[src/rtl/adc_front_pkg.sv]
// Constants and types for the converter front-end control block
// Functional notes
// - Sources 0000, 0100, 11xx route external channel
// - Other source codes pick internal signals
// - Internal source disconnects every external channel
// - Channel codes 0101-1111 leave input floating
// - Input-select bit 3 reads zero
// - Converter clock is system clock over 2^n
// - Amplifier enable bit; software sets when used
// - Reference control bits 6,5 read zero
// - Bandgap amplifier input switches reference pin off
// - Reference source: supply, pin, amplifier
// - Internal reference disconnects external reference pin
// - Gain field sets amplifier gain code
// - Bandgap enable bit 0; bits 7-1 zero
// - Analog pin loses function and pull-high
// - Analog pin overrides port direction
// - Channel codes 0,1,3,4 valid; 2 reserved
package adc_front_pkg;
  localparam int          ADDR_W        = 4;
  localparam logic [3:0]  ISEL_OFFSET   = 4'h0;
  localparam logic [3:0]  RAMP_OFFSET   = 4'h1;
  localparam logic [3:0]  BGAP_OFFSET   = 4'h2;
  localparam logic [3:0]  CHSEL_OFFSET  = 4'h3;
  localparam logic [3:0]  STAT_OFFSET   = 4'h4;
  localparam logic [7:0]  ISEL_MASK     = 8'hF7;
  localparam logic [7:0]  RAMP_MASK     = 8'h9F;
  localparam logic [7:0]  BGAP_MASK     = 8'h01;
  localparam logic [7:0]  CHSEL_MASK    = 8'h0F;
  localparam logic [7:0]  REG_RESET     = 8'h00;
  localparam int          SRC_MSB       = 7;
  localparam int          SRC_LSB       = 4;
  localparam int          DIV_MSB       = 2;
  localparam int          AMP_EN_BIT    = 7;
  localparam int          AMP_IN_BIT    = 4;
  localparam int          REF_MSB       = 3;
  localparam int          REF_LSB       = 2;
  localparam int          GAIN_MSB      = 1;
  localparam int          BG_EN_BIT     = 0;
  localparam int          NUM_CHANNELS  = 5;
  localparam int          PIN_COUNT     = 5;

  typedef enum logic [3:0] {
    SRC_NONE    = 4'h0,
    SRC_EXT     = 4'h1,
    SRC_VDD     = 4'h2,
    SRC_VDD_2   = 4'h3,
    SRC_VDD_4   = 4'h4,
    SRC_AMP     = 4'h5,
    SRC_AMP_2   = 4'h6,
    SRC_AMP_4   = 4'h7,
    SRC_VSS     = 4'h8
  } conv_source_t;

  typedef enum logic [1:0] {
    REF_SUPPLY  = 2'h0,
    REF_PIN     = 2'h1,
    REF_AMP     = 2'h2
  } ref_source_t;
endpackage

[src/rtl/conv_clock_divider.sv]
// Power-of-two divider that makes the converter clock enable
`timescale 1ns/1ps
module conv_clock_divider #(
  parameter int DIV_W = 3
) (
  input  wire logic             clk,
  input  wire logic             rst_n,
  input  wire logic [DIV_W-1:0] conv_clock_divider,
  output logic                  conv_clk_tick
);
  localparam int CNT_W = (1 << DIV_W) - 1;

  logic [CNT_W-1:0] count_ff;
  logic [CNT_W-1:0] limit;

  // Divide by 2^n: tick every 2^n system clocks
  assign limit = CNT_W'((1 << conv_clock_divider) - 1);

  always_ff @(posedge clk or negedge rst_n) begin
    if (!rst_n) begin
      count_ff <= '0;
    end else if (count_ff >= limit) begin
      count_ff <= '0;
    end else begin
      count_ff <= count_ff + CNT_W'(1);
    end
  end

  always_ff @(posedge clk or negedge rst_n) begin
    if (!rst_n) begin
      conv_clk_tick <= 1'b0;
    end else begin
      conv_clk_tick <= (count_ff >= limit);
    end
  end

  tick_period_a: assert property (@(posedge clk) disable iff (!rst_n)
    $stable(conv_clock_divider) && conv_clock_divider == '0 && $past(rst_n)
    |=> conv_clk_tick)
    else $error("Undivided clock lost a tick");
endmodule

[src/rtl/adc_input_reference_select_ctrl.sv]
// Register file and analog switch control of the converter front end
//
// The plain strobed port and the register addresses are this design's own decisions.
`timescale 1ns/1ps
module adc_input_reference_select_ctrl
  import adc_front_pkg::*;
#(
  parameter int NCH = adc_front_pkg::NUM_CHANNELS
) (
  input  wire logic                              clk,
  input  wire logic                              rst_n,
  input  wire logic [adc_front_pkg::ADDR_W-1:0]  addr,
  input  wire logic [7:0]                        wdata,
  input  wire logic                              wr_en,
  input  wire logic                              rd_en,
  input  wire logic [NCH-1:0]                    analog_pin_select,
  output logic [7:0]                             rdata,
  output logic [NCH-1:0]                         external_analog_channel,
  output adc_front_pkg::conv_source_t            conv_source,
  output logic                                   ref_amp_enable,
  output logic                                   ref_amp_input_select,
  output logic                                   amp_reference_in_pin,
  output adc_front_pkg::ref_source_t             reference_source,
  output logic                                   ext_reference_pin,
  output logic [1:0]                             ref_amp_gain_select,
  output logic                                   bandgap_enable,
  output logic                                   conv_clk_tick,
  output logic [NCH-1:0]                         pin_digital_off,
  output logic [NCH-1:0]                         pin_pullhigh_off,
  output logic [NCH-1:0]                         pin_dir_override
);
  import adc_front_pkg::*;

  logic [7:0]     isel_ff;
  logic [7:0]     ramp_ff;
  logic [7:0]     bgap_ff;
  logic [7:0]     chsel_ff;
  conv_source_t   nxt_source;
  ref_source_t    nxt_ref;
  logic [NCH-1:0] nxt_channels;
  logic [7:0]     nxt_rdata;
  logic           ext_src;

  // Implemented bits only; writes to the rest are dropped
  always_ff @(posedge clk or negedge rst_n) begin
    if (!rst_n) begin
      isel_ff <= REG_RESET;
    end else if (wr_en && addr == ISEL_OFFSET) begin
      isel_ff <= wdata & ISEL_MASK;
    end
  end

  always_ff @(posedge clk or negedge rst_n) begin
    if (!rst_n) begin
      ramp_ff <= REG_RESET;
    end else if (wr_en && addr == RAMP_OFFSET) begin
      ramp_ff <= wdata & RAMP_MASK;
    end
  end

  always_ff @(posedge clk or negedge rst_n) begin
    if (!rst_n) begin
      bgap_ff <= REG_RESET;
    end else if (wr_en && addr == BGAP_OFFSET) begin
      bgap_ff <= wdata & BGAP_MASK;
    end
  end

  // Channel field kept locally so the block is self-contained
  always_ff @(posedge clk or negedge rst_n) begin
    if (!rst_n) begin
      chsel_ff <= REG_RESET;
    end else if (wr_en && addr == CHSEL_OFFSET) begin
      chsel_ff <= wdata & CHSEL_MASK;
    end
  end

  function automatic conv_source_t decode_source(input logic [3:0] code);
    conv_source_t s;
    s = SRC_EXT;
    case (code)
      4'h0, 4'h4, 4'hC, 4'hD, 4'hE, 4'hF: s = SRC_EXT;
      4'h1: s = SRC_VDD;
      4'h2: s = SRC_VDD_2;
      4'h3: s = SRC_VDD_4;
      4'h5: s = SRC_AMP;
      4'h6: s = SRC_AMP_2;
      4'h7: s = SRC_AMP_4;
      4'h8, 4'h9, 4'hA, 4'hB: s = SRC_VSS;
      default: s = SRC_EXT;
    endcase
    return s;
  endfunction

  // One-hot channel switch; reserved and missing codes close nothing
  function automatic logic [NCH-1:0] decode_channel(input logic [3:0] code);
    logic [NCH-1:0] c;
    c = '0;
    case (code)
      4'h0: c[0] = 1'b1;
      4'h1: c[1] = 1'b1;
      4'h3: c[3] = 1'b1;
      4'h4: c[4] = 1'b1;
      default: c = '0;
    endcase
    return c;
  endfunction

  always_comb begin
    nxt_source = decode_source(isel_ff[SRC_MSB:SRC_LSB]);
    ext_src = (nxt_source == SRC_EXT);
    nxt_channels = ext_src ? decode_channel(chsel_ff[3:0]) : '0;
    case (ramp_ff[REF_MSB:REF_LSB])
      2'h0: nxt_ref = REF_SUPPLY;
      2'h1: nxt_ref = REF_PIN;
      default: nxt_ref = REF_AMP;
    endcase
  end

  always_ff @(posedge clk or negedge rst_n) begin
    if (!rst_n) begin
      conv_source <= SRC_NONE;
      external_analog_channel <= '0;
    end else begin
      conv_source <= nxt_source;
      external_analog_channel <= nxt_channels;
    end
  end

  always_ff @(posedge clk or negedge rst_n) begin
    if (!rst_n) begin
      ref_amp_enable <= 1'b0;
      ref_amp_input_select <= 1'b0;
      amp_reference_in_pin <= 1'b0;
      reference_source <= REF_SUPPLY;
      ext_reference_pin <= 1'b0;
      ref_amp_gain_select <= 2'h0;
      bandgap_enable <= 1'b0;
    end else begin
      ref_amp_enable <= ramp_ff[AMP_EN_BIT];
      ref_amp_input_select <= ramp_ff[AMP_IN_BIT];
      amp_reference_in_pin <= ~ramp_ff[AMP_IN_BIT];
      reference_source <= nxt_ref;
      ext_reference_pin <= (nxt_ref == REF_PIN);
      ref_amp_gain_select <= ramp_ff[GAIN_MSB:0];
      bandgap_enable <= bgap_ff[BG_EN_BIT];
    end
  end

  // Analog pins drop digital function, pull-high and direction
  always_ff @(posedge clk or negedge rst_n) begin
    if (!rst_n) begin
      pin_digital_off <= '0;
      pin_pullhigh_off <= '0;
      pin_dir_override <= '0;
    end else begin
      pin_digital_off <= analog_pin_select;
      pin_pullhigh_off <= analog_pin_select;
      pin_dir_override <= analog_pin_select;
    end
  end

  always_comb begin
    case (addr)
      ISEL_OFFSET:  nxt_rdata = isel_ff;
      RAMP_OFFSET:  nxt_rdata = ramp_ff;
      BGAP_OFFSET:  nxt_rdata = bgap_ff;
      CHSEL_OFFSET: nxt_rdata = chsel_ff;
      STAT_OFFSET:  nxt_rdata = {4'h0, conv_source};
      default:      nxt_rdata = 8'h00;
    endcase
  end

  // Data only in the cycle after the read strobe
  always_ff @(posedge clk or negedge rst_n) begin
    if (!rst_n) begin
      rdata <= 8'h00;
    end else begin
      rdata <= rd_en ? nxt_rdata : 8'h00;
    end
  end

  conv_clock_divider #(
    .DIV_W (3)
  ) u_div (
    .clk                (clk),
    .rst_n              (rst_n),
    .conv_clock_divider (isel_ff[DIV_MSB:0]),
    .conv_clk_tick      (conv_clk_tick)
  );

  internal_isolates_a: assert property (@(posedge clk) disable iff (!rst_n)
    conv_source != SRC_EXT |-> external_analog_channel == '0)
    else $error("External channel closed with internal source");
  floating_channel_a: assert property (@(posedge clk) disable iff (!rst_n)
    chsel_ff[3:0] >= 4'h5 ##1 $stable(chsel_ff) |-> external_analog_channel == '0)
    else $error("Missing channel switch closed");
  isel_bit3_a: assert property (@(posedge clk) disable iff (!rst_n)
    isel_ff[3] == 1'b0)
    else $error("Input-select bit 3 set");
  ramp_unused_a: assert property (@(posedge clk) disable iff (!rst_n)
    ramp_ff[6:5] == 2'h0)
    else $error("Reference control bits 6:5 set");
  vref_pin_off_a: assert property (@(posedge clk) disable iff (!rst_n)
    ref_amp_input_select |-> !amp_reference_in_pin)
    else $error("Reference pin on with bandgap input");
  ext_ref_off_a: assert property (@(posedge clk) disable iff (!rst_n)
    reference_source != REF_PIN |-> !ext_reference_pin)
    else $error("External reference pin left on");
  bgap_read_a: assert property (@(posedge clk) disable iff (!rst_n)
    rd_en && addr == BGAP_OFFSET |=> rdata[7:1] == 7'h00)
    else $error("Bandgap unused bits read nonzero");
  write_lands_a: assert property (@(posedge clk) disable iff (!rst_n)
    wr_en && addr == ISEL_OFFSET |=> ##1 conv_source == decode_source($past(wdata[7:4], 2)))
    else $error("Source write not applied");
  pin_override_a: assert property (@(posedge clk) disable iff (!rst_n)
    analog_pin_select[0] |=> pin_dir_override[0] && pin_pullhigh_off[0])
    else $error("Analog pin not overridden");

  ext_route_c: cover property (@(posedge clk) external_analog_channel[4]);
  vss_sel_c: cover property (@(posedge clk) conv_source == SRC_VSS);
  amp_ref_c: cover property (@(posedge clk) reference_source == REF_AMP && ref_amp_enable);
endmodule

[config.mk]
export PLATFORM = sky130hd
export DESIGN_NAME = adc_input_reference_select_ctrl
export DESIGN_NICKNAME = d
export VERILOG_FILES = /design/src/rtl/adc_front_pkg.sv /design/src/rtl/conv_clock_divider.sv /design/src/rtl/adc_input_reference_select_ctrl.sv
export SDC_FILE = /design/constraint.sdc
export NUM_CORES = 1
export LEC_CHECK = 0
export BUFFER_PORTS_ARGS = -buffer_cell sky130_fd_sc_hd__buf_4
export CORE_ASPECT_RATIO = 0.5
export CORE_MARGIN = 5
export CORE_UTILIZATION = 56
export DETAILED_ROUTE_END_ITERATION = 8
export PLACE_DENSITY_LB_ADDON = 0.25
export SLEW_MARGIN = 20
export SYNTH_ARGS = -nofsm -noshare
export SYNTH_HDL_FRONTEND = slang
export SYNTH_SLANG_ARGS = --single-unit
[constraint.sdc]
create_clock -name clk -period 3.6 [get_ports clk]
set_input_delay 0.36 -clock clk [delete_from_list [all_inputs] [get_ports clk]]
set_output_delay 0.36 -clock clk [all_outputs]
set_load 0.02 [all_outputs]
After elaboration in Yosys (flattened, before gate mapping) --
Memories as Yosys holds them, arrays and structs flattened. Cells that the tools add are included.
Storage, ports and cells: bits in registers 57, bits in read-only memories 64, logic and storage cells 49, memories kept 1
Memories:
- (name not given) | depth 16, bits a word 4, rd ports 1, clocked after Yosys merged registers in 0, write ports 0, line adc_input_reference_select_ctrl.sv:81 | case (code)
Operators by class: add/subtract/negate cells 2, magnitude comparators 1, eq/ne operators 10, shift operators 1, mux-type cells 9, bitwise logic cells 1, reductions and logical operators 7
Operator list (count):
- one-hot mux 8 bit (5 select lines) | 1
- == test 4 x 1 -> 1 bit (second input constant) | 3
- == test 4 x 2 -> 1 bit (second input constant) | 3
- == test 4 x 3 -> 1 bit (second input constant) | 2
- zero test 4 bit | 2
- two-way mux 8 bit | 1
- adder 7 x 1 -> 7 bit (second input constant) | 1
- greater-or-equal comparator 7 bit | 1
- two-way mux 7 bit | 1
- left shift 1 x 3 -> 7 bit (first input constant) | 1
- subtractor 7 x 2 -> 7 bit (second input constant) | 1
- two-way mux 5 bit | 1
- == test 2 x 1 -> 1 bit (second input constant) | 2
- logical AND 1 bit | 4
- two-way mux 1 bit | 4
- one-hot mux 2 bit (2 select lines) | 1
- zero test 2 bit | 1
- NOT 1 bit | 1

Logic depth before layout (Yosys ltp) --
word-level depth 4, gate-level depth with buffers 7, mapped depth without buffers 6

Modules after synthesis --
From an unflattened synthesis, not the netlist that was laid out.
Unflattened totals: cell total of the unflattened synthesis 212, area, all modules 2541.2 µm²
By module, submodules not included:
- adc_input_reference_select_ctrl | times used 1, cells each 157, area an instance 2009.4 µm², seq. area each 1176.1 µm²
- conv_clock_divider | times used 1, cells each 55, area an instance 531.8 µm², seq. area each 200.2 µm²

Worst setup path before layout --
No wires, ideal clock.
kind flip-flop to flip-flop, start point reg isel_ff[2], end point reg u_div.count_ff[2], library setup time 140 ps, arrival 1705 ps, required time 3460 ps, path slack 1755 ps, cell stages (with the launch flop) 8, path buffers 1, path through dfrtp_1 > clkbuf_1 > or3_1 > ha_1 > nand2b_1 > a31oi_1 > o211ai_1 > nor2_1
On the way: word-level cells in the longest chain between the ends 4
Ends and longest elaborated chain:
- start: declaration | line adc_input_reference_select_ctrl.sv:34 | logic [7:0] isel_ff;
- start signal: assignment | line adc_input_reference_select_ctrl.sv:49 | isel_ff <= wdata & ISEL_MASK;
- left shift 1 x 3 -> 7 bit | line conv_clock_divider.sv:17 | assign limit = CNT_W'((1 << conv_clock_divider) - 1);
- subtractor 7 x 2 -> 7 bit | line conv_clock_divider.sv:17
- greater-or-equal comparator 7 bit | line conv_clock_divider.sv:22 | end else if (count_ff >= limit) begin
- two-way mux 7 bit | line conv_clock_divider.sv:22
- end signal: assignment | line conv_clock_divider.sv:25 | count_ff <= count_ff + CNT_W'(1);
- end: declaration | line conv_clock_divider.sv:13 | logic [CNT_W-1:0] count_ff;
No other way between the ends. A chain may end at the register's enable or synchronous reset.

Worst setup path in the final report --
start point reg isel_ff[1], end point reg u_div.count_ff[3]
Same word-level chain as after synthesis.

==> results.toml <==
[floorplanning]
die_w_um = 104
dieHeight_um = 56.9
rows = 17
core_um2 = 4320
start_util = 0.570
io_pins = 63
die-area_um2 = 5900

[setup_path]
cp-end-kind = "flip-flop"
cp.required_ns = 3.78
timing.rr.start = "isel_ff[1]"
crit_arrival_ns = 2.22
cp_top_family = "compound AO/OA/AOI/OAI gates"
startpoint_type = "flip-flop"
r2r-end = "u_div.count_ff[3]"
reg2reg_depth = 6
r2r_setup_slack_ns = 1.56
max_stage_delay_ns = 0.50
crit_type = "reg -> reg"
critical_path.cell_chain = "or3_1 > ha_1 > nand2b_1 > a31oi_1 > o211ai_1 > nor2_1"
slowest_stage = "o211ai_1"
cp_max_fo = 8
critPathBufInv = 0

[synthesis]
synth-seq-cells = 55
syn_inst = 197
synthFlopType = "dfrtp_1"
synth.yosys.seq_area_share = 0.559
synth_edf_count = 0
synth_top_area_cell = "dfrtp_1"
synthArstFlopShare = 1.00
netlist.area_leader.share = 0.559
avgSynthCellArea_um2 = 12.5
yosysWarnings = 0
synth_nets = 229
synthTopCellsByArea = "dfrtp_1, mux2_2, ha_1"
syn-cell-area_um2 = 2460
synth_cell_types = 43

[sta]
finalHoldViolCount = 0
finalClockSkew_ns = 0.00627
fmaxAchievable_ghz = 0.491
setup_viol = 0
relSlewSlack = 0.551
min_period_ns = 2.04
drv_slew = 0
tightest_slew_ns = 0.674
grt_setup_unrepaired = "false"
fin_tns_setup_ns = 0
period_share = 0.566

[power]
total_power_mw = 1.71
irDropWorstVdd_uv = 338
power_density_nw_per_um2 = 580
p_leak_nw = 1.43

[placed_design]
place_inst = 294
routabilityCongestion = 0.777
port_buffers = 61
dpl.hpwl_mm = 3.36
post_dp_cell_area_um2 = 2850

[route]
drtAntennaViolNets = 0
initialDrtViolationCount = 49
drc = 0
post_drt_wl_per_cell_um = 15.3
dr.pass1.iters = 4
vias = 1600
routed_wl_mm = 4.61
viasPerCell = 5.30

[clocking]
clock-sinks = 55
cts.reportedPaths.clkPinSlew_ns = 0.10
cts_resized = 0
cts-root-buf = "clkbuf_8"
cts.htree.levels = 2
ctsHoldBuffers = 0
clockBufferDepth = 2
cts_tree = "yes"
postCtsSetupBuffers = 0
clk_latency_ns = 0.32
cts_buffers = 5

[global_route]
use_met3 = 0.0494
track_usage = 0.165
top_usage_layer = "met2"
antenna_found_initial = 0
grtUsageMet1 = 0.206
grt_start_max_net_pins = 56
met2_usage = 0.266
grt_pass1_vias = 1566
grt_pass1_wl_mm = 7.71
overflow = 0

[finish]
area_delta_synth_final_pct = 19.4
final_area_um2 = 2940
drive_gt1_frac = 0.384
final_common_cell = "buf_4"
antennaDiodeCount = 0
instances_no_fill = 302
fin_nets = 276
mostFrequentLayoutCells = "buf_4, dfrtp_1, mux2_2, nor2_1, ha_1"

[run_status]
outcome = "completed"

[hold_path]
hold_class = "in -> async"

[run]
maxCapViolCount = 0
==> layer usage <==
| layer | vias up | routed length [um] |
|---|---|---|
| li1 | 772 | - |
| met1 | 779 | 2010 |
| met2 | 42 | 2240 |
| met3 | 7 | 281 |
| met4 | 0 | 83 |
| met5 | - | 0 |
==> sequential cells by signal (all words and copies together), names as in the netlist, 2 cells and up <==
| name | count |
|---|---|
| chsel_ff | 4 |
| external_analog_channel | 4 |
| pin_dir_override | 5 |
| ref_amp_gain_select | 2 |
| ramp_ff | 6 |
| reference_source | 2 |
| conv_source | 4 |
| u_div.count_ff | 7 |
| rdata | 8 |
| isel_ff | 7 |
==> power breakdown <==
| part | switching [mW] | internal (mW) |
|---|---|---|
| Clock | 0.208 | 0.139 |
| Combinational | 0.261 | 0.240 |
| Sequential | 0.119 | 0.738 |
| Total | 0.588 | 1.12 |
==> kinds of logic after synthesis <==
kind of cell | synth area share
other cells | 0.00152
mux | 0.108
flops | 0.559
xor+xnor | 0.0178
fa+ha+maj | 0.0559
buf+inv | 0.0696
simple gates | 0.132
compound gates | 0.0564
==> cells in the mapped netlist, drive strengths merged (2+ instances only) <==
| cell | number |
|---|---|
| xor2 | 4 |
| a211oi | 3 |
| nor4b | 2 |
| nor2b | 3 |
| ha | 11 |
| nor2 | 14 |
| mux2i | 4 |
| nor4 | 2 |
| nand2b | 3 |
| buf | 17 |
| nand3b | 2 |
| nand3 | 7 |
| inv | 7 |
| dfrtp | 55 |
| nand2 | 6 |
| mux2 | 18 |
| a21oi | 6 |
| a21o | 2 |
| and3 | 3 |
| o21ai | 3 |
| clkbuf | 4 |
| nor3b | 3 |
| nor3 | 2 |
| nor4bb | 2 |
==> stage by stage <==
stage	setup slack, ns	utilization	hold WS, ns
5_1_grt	1.37	0.681	0.125
2_1_floorplan	1.76	-	0.0644
3_3_place_gp	1.66	0.659	0.383
6_report	1.56	0.681	0.0698
3_5_place_dp	1.56	0.659	0.382
4_1_cts	1.55	0.681	0.0863
==> cell type report <==
class	count	area, um^2
fillers	324	1380
clock buffers	5	68.8
multi-input cells	114	913
well taps	57	71.3
clock inverters	3	25.0
flip-flops and latches	55	1380
inverters	7	26.3
repair buffers	61	458
==> how the worst max path moves through the flow <==
stage	startpoint	endpoint	slack [ns]	depth (start not counted)
floorplan	isel_ff[2]	u_div.count_ff[2]	1.76	7
global placement	isel_ff[1]	u_div.count_ff[6]	1.66	6
detailed placement	isel_ff[1]	u_div.count_ff[2]	1.56	6
CTS	isel_ff[1]	u_div.count_ff[2]	1.55	6
global route	isel_ff[1]	u_div.count_ff[3]	1.37	6
finish	isel_ff[1]	u_div.count_ff[3]	1.56	6
(Power assumes the default switching activity.)
